`src/design/rlp_pkg.sv`:
```
// shared constants, register map and decode helpers for the rgb led pwm block
package rlp_pkg;
  localparam int NUM_MOD = 4;
  localparam int NUM_CH = 4;
  localparam int NUM_COM = 8;
  localparam int DUTY_W = 6;
  localparam int ADDR_W = 8;
  localparam int RAM_DEPTH = 128;
  // clock rates in kHz; pwm tick rate is half of the selected source
  localparam int SYS_CLK_KHZ = 20000;
  localparam int PWM_16_KHZ = 16000;
  localparam int PWM_24_KHZ = 24000;
  localparam int PWM_12_KHZ = 12000;
  localparam int PWM_ACC_W = 17;
  localparam logic [PWM_ACC_W-1:0] PWM_ACC_LIMIT = PWM_ACC_W'(2 * SYS_CLK_KHZ);
  // register offsets
  localparam logic [ADDR_W-1:0] ADDR_DUTY_BASE = 8'h00;
  localparam logic [ADDR_W-1:0] ADDR_CTL0 = 8'h10;
  localparam logic [ADDR_W-1:0] ADDR_CTL1 = 8'h11;
  localparam logic [ADDR_W-1:0] ADDR_DATA_COMS = 8'h12;
  localparam logic [ADDR_W-1:0] ADDR_STATUS = 8'h13;
  localparam logic [ADDR_W-1:0] ADDR_COM_EN_BASE = 8'h14;
  localparam logic [ADDR_W-1:0] ADDR_OFFSET_BASE = 8'h1c;
  localparam logic [ADDR_W-1:0] ADDR_RAM_BASE = 8'h80;
  // duty register fields
  localparam int DUTY_EN_BIT = 7;
  // control zero fields
  localparam int CTL0_PULSES_LSB = 6;
  localparam int CTL0_CLKSEL_LSB = 4;
  localparam int CTL0_HWCOM_BIT = 3;
  localparam int CTL0_COMSEL_LSB = 0;
  // control one fields
  localparam int CTL1_GLOBAL_EN_BIT = 1;
  localparam logic [7:0] CTL1_MASK = 8'h02;
  localparam logic [7:0] DUTY_MASK = 8'hbf;
  localparam logic [7:0] RESET_VALUE = 8'h00;
  localparam logic [1:0] CLKSEL_16 = 2'h0;
  localparam logic [1:0] CLKSEL_24 = 2'h1;
  localparam logic [1:0] CLKSEL_12 = 2'h3;

  // pulses per com from the two-bit code
  function automatic logic [2:0] rlp_pulses(input logic [1:0] code);
    case (code)
      2'h0: rlp_pulses = 3'h3;
      2'h1: rlp_pulses = 3'h2;
      2'h2: rlp_pulses = 3'h1;
      default: rlp_pulses = 3'h4;
    endcase
  endfunction : rlp_pulses
endpackage : rlp_pkg

```
`src/design/rlp_tick_if.sv`:
```
// timing signals shared by the sequencer and the colour channels
`timescale 1ns/1ps
interface rlp_tick_if;
  logic tick;
  logic run;
  logic slot_active;
  modport seq (output tick, output run, output slot_active);
  modport chan (input tick, input run, input slot_active);
endinterface : rlp_tick_if

```
`src/design/rlp_channel.sv`:
```
// one colour channel: free-running 6-bit counter against a duty value
`timescale 1ns/1ps
module rlp_channel
  import rlp_pkg::*;
(
  // clock and reset
  input wire logic clock,
  input wire logic rst,
  // timing
  rlp_tick_if.chan tif,
  // channel setup
  input wire logic enable,
  input wire logic [DUTY_W-1:0] duty,
  // led line
  output logic pwm_out
);
  logic [DUTY_W-1:0] count;

  // counter held at zero while the channel is off
  always_ff @(posedge clock)
  begin
    if (rst || !enable || !tif.run)
      count <= '0;
    else if (tif.tick)
      count <= count + 1'b1;
  end

  // output high while the count is below the duty
  always_ff @(posedge clock)
  begin
    if (rst)
      pwm_out <= 1'b0;
    else
      pwm_out <= enable && tif.run && tif.slot_active && (count < duty);
  end
endmodule : rlp_channel

```
`src/design/rlp_com_seq.sv`:
```
// com scanner: counts pwm periods per com and walks the selected coms
`timescale 1ns/1ps
module rlp_com_seq
  import rlp_pkg::*;
(
  // clock and reset
  input wire logic clock,
  input wire logic rst,
  // setup
  input wire logic run,
  input wire logic pwm_tick,
  input wire logic [1:0] pulses_per_com_select,
  input wire logic [2:0] com_count_select,
  input wire logic [2:0] data_com_count,
  // timing out
  rlp_tick_if.seq tif,
  // scan state
  output logic [2:0] com_idx,
  output logic slot_end
);
  logic [DUTY_W-1:0] phase;
  logic [2:0] pulse_cnt;
  logic period_end;

  assign tif.tick = pwm_tick && run;
  assign tif.run = run;
  // coms beyond the filled data slots stay dark
  assign tif.slot_active = (com_idx <= data_com_count);
  assign period_end = tif.tick && (phase == {DUTY_W{1'b1}});
  assign slot_end = period_end && (pulse_cnt + 3'h1 >= rlp_pulses(pulses_per_com_select));

  // pwm period phase, 64 ticks per waveform
  always_ff @(posedge clock)
  begin
    if (rst || !run)
      phase <= '0;
    else if (tif.tick)
      phase <= phase + 1'b1;
  end

  // waveforms emitted in the current com slot
  always_ff @(posedge clock)
  begin
    if (rst || !run || slot_end)
      pulse_cnt <= '0;
    else if (period_end)
      pulse_cnt <= pulse_cnt + 3'h1;
  end

  // com walk wraps after the last selected com
  always_ff @(posedge clock)
  begin
    if (rst || !run)
      com_idx <= '0;
    else if (slot_end)
      com_idx <= (com_idx >= com_count_select) ? 3'h0 : com_idx + 3'h1;
  end
endmodule : rlp_com_seq

```
`src/design/rlp_top.sv`:
```
// rgb led pwm control: registers, clock source, com scan and colour channels
//
// Local design decisions: the placing of the registers and the plain strobed port.
`timescale 1ns/1ps
module rlp_top
  import rlp_pkg::*;
(
  // clock and reset
  input wire logic clock,
  input wire logic rst,
  // register port
  input wire logic [ADDR_W-1:0] reg_addr,
  input wire logic [7:0] reg_wdata,
  input wire logic reg_write,
  input wire logic reg_read,
  output logic [7:0] reg_rdata,
  // led matrix lines
  output logic [NUM_COM-1:0] com_out,
  output logic [NUM_MOD*NUM_CH-1:0] seg_out
);
  logic [7:0] duty_reg [NUM_MOD*NUM_CH];
  logic [7:0] ram [RAM_DEPTH];
  logic [NUM_MOD-1:0] com_en [NUM_COM];
  logic [DUTY_W-1:0] offset_reg [NUM_MOD];
  logic [7:0] led_pwm_control_zero;
  logic global_pwm_enable;
  logic [2:0] data_com_count;
  logic [PWM_ACC_W-1:0] pwm_acc;
  logic [PWM_ACC_W-1:0] next_pwm_acc;
  logic [PWM_ACC_W-1:0] clk_inc;
  logic pwm_tick;
  logic hw_com_sequencing_enable;
  logic [1:0] pwm_clock_select;
  logic [1:0] pulses_per_com_select;
  logic [2:0] com_count_select;
  logic [2:0] com_idx;
  logic slot_end;
  logic run;
  logic [7:0] rd_value;
  rlp_tick_if tif ();

  assign pulses_per_com_select = led_pwm_control_zero[CTL0_PULSES_LSB +: 2];
  assign pwm_clock_select = led_pwm_control_zero[CTL0_CLKSEL_LSB +: 2];
  assign hw_com_sequencing_enable = led_pwm_control_zero[CTL0_HWCOM_BIT];
  assign com_count_select = led_pwm_control_zero[CTL0_COMSEL_LSB +: 3];
  assign run = global_pwm_enable && (pwm_clock_select != 2'h2);

  // ram index of module m, channel c at the current com
  function automatic logic [6:0] ram_idx(input logic [2:0] com, input int unsigned slot);
    ram_idx = {com, 4'(slot)};
  endfunction : ram_idx

  // duty register index decode
  function automatic logic is_duty(input logic [ADDR_W-1:0] a);
    is_duty = (a < ADDR_DUTY_BASE + 8'(NUM_MOD * NUM_CH));
  endfunction : is_duty

  // per-com enable decode
  function automatic logic is_com_en(input logic [ADDR_W-1:0] a);
    is_com_en = (a >= ADDR_COM_EN_BASE) && (a < ADDR_OFFSET_BASE);
  endfunction : is_com_en

  // com index from the distance to the base; the base is not 8-aligned
  function automatic logic [2:0] com_slot(input logic [ADDR_W-1:0] a);
    logic [ADDR_W-1:0] d;
    d = a - ADDR_COM_EN_BASE;
    com_slot = d[2:0];
  endfunction : com_slot

  // per-module offset decode
  function automatic logic is_offset(input logic [ADDR_W-1:0] a);
    is_offset = (a >= ADDR_OFFSET_BASE) && (a < ADDR_OFFSET_BASE + 8'(NUM_MOD));
  endfunction : is_offset

  // source clock as a fractional tick rate; 10 is reserved and gives no tick
  always_comb
  begin
    case (pwm_clock_select)
      CLKSEL_16: clk_inc = PWM_ACC_W'(PWM_16_KHZ);
      CLKSEL_24: clk_inc = PWM_ACC_W'(PWM_24_KHZ);
      CLKSEL_12: clk_inc = PWM_ACC_W'(PWM_12_KHZ);
      default: clk_inc = '0;
    endcase
    next_pwm_acc = pwm_acc + clk_inc;
  end

  // phase accumulator; the 24000 kHz source exceeds the system clock, so every source ticks at half rate
  always_ff @(posedge clock)
  begin
    if (rst || !global_pwm_enable)
    begin
      pwm_acc <= '0;
      pwm_tick <= 1'b0;
    end
    else if (next_pwm_acc >= PWM_ACC_LIMIT)
    begin
      pwm_acc <= next_pwm_acc - PWM_ACC_LIMIT;
      pwm_tick <= 1'b1;
    end
    else
    begin
      pwm_acc <= next_pwm_acc;
      pwm_tick <= 1'b0;
    end
  end

  // global control registers
  always_ff @(posedge clock)
  begin
    if (rst)
    begin
      led_pwm_control_zero <= RESET_VALUE;
      global_pwm_enable <= 1'b0;
      data_com_count <= 3'h7;
    end
    else if (reg_write)
    begin
      // fields are only meant to move in manual mode or with the block stopped
      if (reg_addr == ADDR_CTL0)
        led_pwm_control_zero <= reg_wdata;
      if (reg_addr == ADDR_CTL1)
        global_pwm_enable <= reg_wdata[CTL1_GLOBAL_EN_BIT];
      if (reg_addr == ADDR_DATA_COMS)
        data_com_count <= reg_wdata[2:0];
    end
  end

  // manual-mode duty registers; bit 6 never stores
  always_ff @(posedge clock)
  begin
    if (rst)
    begin
      for (int i = 0; i < NUM_MOD * NUM_CH; i++)
        duty_reg[i] <= RESET_VALUE;
    end
    else if (reg_write && is_duty(reg_addr) && !hw_com_sequencing_enable)
      duty_reg[reg_addr[3:0]] <= reg_wdata & DUTY_MASK;
  end

  // auto-mode per-com output enables and per-module offsets
  always_ff @(posedge clock)
  begin
    if (rst)
    begin
      for (int i = 0; i < NUM_COM; i++)
        com_en[i] <= '0;
      for (int i = 0; i < NUM_MOD; i++)
        offset_reg[i] <= '0;
    end
    else if (reg_write)
    begin
      if (is_com_en(reg_addr) && hw_com_sequencing_enable)
        com_en[com_slot(reg_addr)] <= reg_wdata[NUM_MOD-1:0];
      if (is_offset(reg_addr))
        offset_reg[reg_addr[1:0]] <= reg_wdata[DUTY_W-1:0];
    end
  end

  // led ram: software fills it, hardware adds each enabled module's offset to its channel 0 entry at each auto-mode slot end
  // cleared at reset so unfilled slots never drive unknown duty onto the lines
  always_ff @(posedge clock)
  begin
    if (rst)
    begin
      for (int i = 0; i < RAM_DEPTH; i++)
        ram[i] <= RESET_VALUE;
    end
    else
    begin
      if (hw_com_sequencing_enable && run && slot_end)
      begin
        for (int m = 0; m < NUM_MOD; m++)
          if (com_en[com_idx][m])
            ram[ram_idx(com_idx, m * NUM_CH)][DUTY_W-1:0] <=
              ram[ram_idx(com_idx, m * NUM_CH)][DUTY_W-1:0] + offset_reg[m];
      end
      if (reg_write && reg_addr >= ADDR_RAM_BASE)
        ram[reg_addr[6:0]] <= reg_wdata & DUTY_MASK;
    end
  end

  // read mux; duty registers read as zero in auto mode and com enables in manual mode
  always_comb
  begin
    rd_value = 8'h00;
    if (is_duty(reg_addr))
      rd_value = hw_com_sequencing_enable ? 8'h00 : duty_reg[reg_addr[3:0]];
    else if (reg_addr == ADDR_CTL0)
      rd_value = led_pwm_control_zero;
    else if (reg_addr == ADDR_CTL1)
      rd_value = {6'h00, global_pwm_enable, 1'b0} & CTL1_MASK;
    else if (reg_addr == ADDR_DATA_COMS)
      rd_value = {5'h00, data_com_count};
    else if (reg_addr == ADDR_STATUS)
      rd_value = {4'h0, run, com_idx};
    else if (is_com_en(reg_addr))
      rd_value = hw_com_sequencing_enable ? {4'h0, com_en[com_slot(reg_addr)]} : 8'h00;
    else if (is_offset(reg_addr))
      rd_value = {2'h0, offset_reg[reg_addr[1:0]]};
    else if (reg_addr >= ADDR_RAM_BASE)
      rd_value = ram[reg_addr[6:0]];
  end

  // read data stand for the single cycle after the strobe
  always_ff @(posedge clock)
  begin
    if (rst)
      reg_rdata <= 8'h00;
    else if (reg_read)
      reg_rdata <= rd_value;
    else
      reg_rdata <= 8'h00;
  end

  rlp_com_seq u_seq (
    .clock(clock),
    .rst(rst),
    .run(run),
    .pwm_tick(pwm_tick),
    .pulses_per_com_select(pulses_per_com_select),
    .com_count_select(com_count_select),
    .data_com_count(data_com_count),
    .tif(tif),
    .com_idx(com_idx),
    .slot_end(slot_end)
  );

  // com drive: one-hot over the selected coms only
  always_ff @(posedge clock)
  begin
    if (rst || !run)
      com_out <= '0;
    else
      com_out <= NUM_COM'(1) << com_idx;
  end

  // one channel per module and colour; auto mode reads duty from ram
  for (genvar g = 0; g < NUM_MOD * NUM_CH; g++)
  begin : g_chan
    logic [7:0] src;
    logic ch_en;
    assign src = hw_com_sequencing_enable ? ram[ram_idx(com_idx, g)] : duty_reg[g];
    assign ch_en = hw_com_sequencing_enable ? com_en[com_idx][g / NUM_CH]
                                            : src[DUTY_EN_BIT];
    rlp_channel u_chan (
      .clock(clock),
      .rst(rst),
      .tif(tif),
      .enable(ch_en),
      .duty(src[DUTY_W-1:0]),
      .pwm_out(seg_out[g])
    );
  end
endmodule : rlp_top

```
`config.mk`:
```
export PLATFORM = sky130hd
export DESIGN_NAME = rlp_top
export DESIGN_NICKNAME = d
export VERILOG_FILES = /design/src/design/rlp_pkg.sv /design/src/design/rlp_tick_if.sv /design/src/design/rlp_channel.sv /design/src/design/rlp_com_seq.sv /design/src/design/rlp_top.sv
export SDC_FILE = /design/constraint.sdc
export NUM_CORES = 2
export LEC_CHECK = 0
export BUFFER_PORTS_ARGS = -buffer_cell sky130_fd_sc_hd__buf_2
export CAP_MARGIN = 20
export CORE_MARGIN = 5
export CORE_UTILIZATION = 30
export DETAILED_ROUTE_END_ITERATION = 8
export SKIP_CTS_REPAIR_TIMING = 1
export SLEW_MARGIN = 20
export SYNTH_ARGS = -nofsm -noshare
export SYNTH_HDL_FRONTEND = slang
export SYNTH_SLANG_ARGS = --single-unit
```
`constraint.sdc`:
```
create_clock -name clock -period 5.5 [get_ports clock]
set_clock_uncertainty 0.2 [all_clocks]
set_input_delay 1.1 -clock clock [delete_from_list [all_inputs] [get_ports clock]]
set_output_delay 1.1 -clock clock [all_outputs]
set_load 0.02 [all_outputs]
```
==> impl_metrics.json <==
{
  "crit_path_end_kind": "flop",
  "dp.cells": 7887,
  "antenna_found_initial": 28,
  "cp_common_cell": "inv_1",
  "ys_warn_count": 0,
  "hold_viol": 0,
  "peakVddDrop_mv": 0.340,
  "synthesis.nets": 5289,
  "pre_cts_ws_ns": 0.791,
  "whs_ns": 0.266,
  "port_buffers": 51,
  "wl_per_cell_um": 32.8,
  "p_sw_w": 0.00601,
  "synthToLayoutAreaGrowth_pct": 12.3,
  "tightest_slew_ns": 1.24,
  "setup_violations": 0,
  "synth_edf_count": 1064,
  "p_clk_share_pct": 41.8,
  "antenna_left": 0,
  "die_x_um": 484,
  "post-dp-hpwl_mm": 200,
  "crit_path_max_fanout": 16,
  "comb_power_share_pct": 9.9,
  "grt_overflow": 0,
  "fillers": 21891,
  "die_y_um": 484,
  "p_leak_nw": 24.6,
  "io_pins": 52,
  "yosysTopAreaCell": "edfxtp_1",
  "grt_max_degree": 121,
  "cts_root_buffer": "clkbuf_16",
  "cap_violations": 0,
  "insertion_delay_ns": 0.84,
  "layout.cells.non_filler": 8149,
  "clock-sinks": 1232,
  "cts_made_buffers": 142,
  "finalWeightedCongestion": 1.01,
  "crit_slowest_cell": "nor3b_2",
  "rsz0062_at_grt": "no",
  "ys_seq_area_share_pct": 52.4,
  "ys_top_cells_by_count": "1064 x edfxtp_1, 510 x mux4_2, 485 x and2_1, 366 x nor3_1, 349 x nor2_1",
  "start_kind": "flop",
  "synth_async_sr_flop_share_pct": 0,
  "worst_slack_ns": 0.947,
  "routed_wirelength_mm": 268,
  "yosysTopAreaCellShare_pct": 47.4,
  "drc": 0,
  "yosys-top-cells-area": "edfxtp_1 47%, mux4_2 17%, dfxtp_1 5.0%, and2_1 4.5%, nor3_1 2.7%",
  "synth_top_flop_cell": "edfxtp_1",
  "cpPeakStageDelay_ns": 0.85,
  "layout-drive-gt1-share_pct": 22.2,
  "nNetsFinal": 5210,
  "fin_crit_sh_pct": 82.8,
  "yosysMostFrequentCell": "edfxtp_1",
  "intPower_w": 0.0167,
  "tns_ns": 0,
  "first_pass_iters": 9,
  "path_class": "reg -> reg",
  "drtIter0Drc": 7861,
  "status": "complete, no violations",
  "die_area_um2": 234000,
  "grt_use_total_pct": 22.1,
  "synth_cells": 5118,
  "finalPower_w": 0.0227,
  "fin_crit_ns": 4.55,
  "fmax_mhz": 220,
  "cts_tree": "yes",
  "seq_power_share_pct": 48.2,
  "max_slew_margin_pct": 14.9,
  "grt_pass1_vias": 45286,
  "num_vias": 48165,
  "htree_num_levels": 4,
  "std_cell_rows": 174,
  "cp.arrival_ns": 5.04,
  "switching_share_pct": 26.4,
  "grt_pass1_wl_mm": 368,
  "synth_area_um2": 67400,
  "clockBufferDepth": 3,
  "avgViaCountPerCell": 5.91,
  "synth_cell_types": 77,
  "ys_ff_latch": 1232,
  "cellPowerDensity_nw_per_um2": 300,
  "cp_data_required_time_ns": 5.99,
  "clkTransAtPathRegs_ns": 0.06,
  "hold_class": "in -> reg",
  "slew_viol_final": 0,
  "avgSynthCellArea_um2": 13.2,
  "largest_reg_flops": 896,
  "path_cells": "inv_1 -> ha_1 -> and3b_2 -> and3_1 -> nand4_1 -> nor3b_2 -> nand2_1 -> buf_4 -> nor3_1 -> inv_1 -> o21ai_0",
  "coreArea_um2": 224000,
  "start_util_pct": 30.0
}
==> final timing paths <==
path	startpoint	endpoint	slack, ns	cells past startpoint
hold reg to reg	data_com_count[2]	data_com_count[2]	0.28	1
setup reg to reg	led_pwm_control_zero[4]	ram[8][1]	0.95	11
setup / recovery	led_pwm_control_zero[4]	ram[8][1]	0.95	11
hold / removal	rst	led_pwm_control_zero[6]	0.27	2
==> power by group through the flow <==
stage | clock [W] | combinational [W] | sequential [W]
after floorplan | 0 | 0.00123 | 0.0108
after global placement | 0 | 0.00217 | 0.0111
after detailed placement | 0 | 0.00217 | 0.0111
after CTS | 0.00958 | 0.00218 | 0.0109
after global routing | 0.00997 | 0.00227 | 0.0109
final | 0.00950 | 0.00225 | 0.0110
==> placed cells by master (no fill, tap or decap), types with 107 or more instances in the layout <==
cell,count
and2_1,485
o21ai_0,122
mux4_2,510
buf_4,159
nand2_1,227
a21oi_1,107
nor2_1,348
edfxtp_1,1064
ha_1,146
a22o_1,171
nor3_1,366
clkbuf_16,145
mux2i_1,120
dfxtp_1,164
or2_2,147
==> layout make-up <==
type | count | area, um^2 | share of cell area, %
clock inverter | 72 | 732 | 0.968
inverter | 81 | 312 | 0.412
tap | 2992 | 3740 | 4.95
sequential | 1232 | 35300 | 46.7
antenna | 11 | 27.5 | 0.0364
multi-input combinational | 3355 | 29800 | 39.4
timing repair buffer | 227 | 1910 | 2.52
clock buffer | 179 | 3800 | 5.02
==> cell families after synthesis <==
logic type	share of synthesized area, %
simple gates	13.8
flops	52.4
compound gates	6.81
mux	19.2
buf+inv	3.50
fa+ha+maj	2.86
xor+xnor	1.42
==> metal layers <==
metal  up-vias  track usage [%]  wire, um
li1      19414                -         -
met1     24587             29.6    102000
met2      3524             31.9    113000
met3       624             7.14     35900
met4        16             11.5     16700
met5         -            0.408       230
==> metrics by stage <==
step	util (%)	area, um^2
3_3_place_gp	31.7	71100
6_report	33.7	75600
5_1_grt	33.7	75600
4_1_cts	33.7	75600
3_5_place_dp	31.7	71100
2_1_floorplan	-	67400
==> critical path, delay by kind of cell, from the launching register on <==
family / cells / cell delay [ns]
fa+ha+maj: 1 / 0.29
compound gates: 1 / 0.15
buf+inv: 3 / 0.60
flops: 1 / 0.58
simple gates: 6 / 2.55
Note: power is estimated with default switching activity, not from simulation.
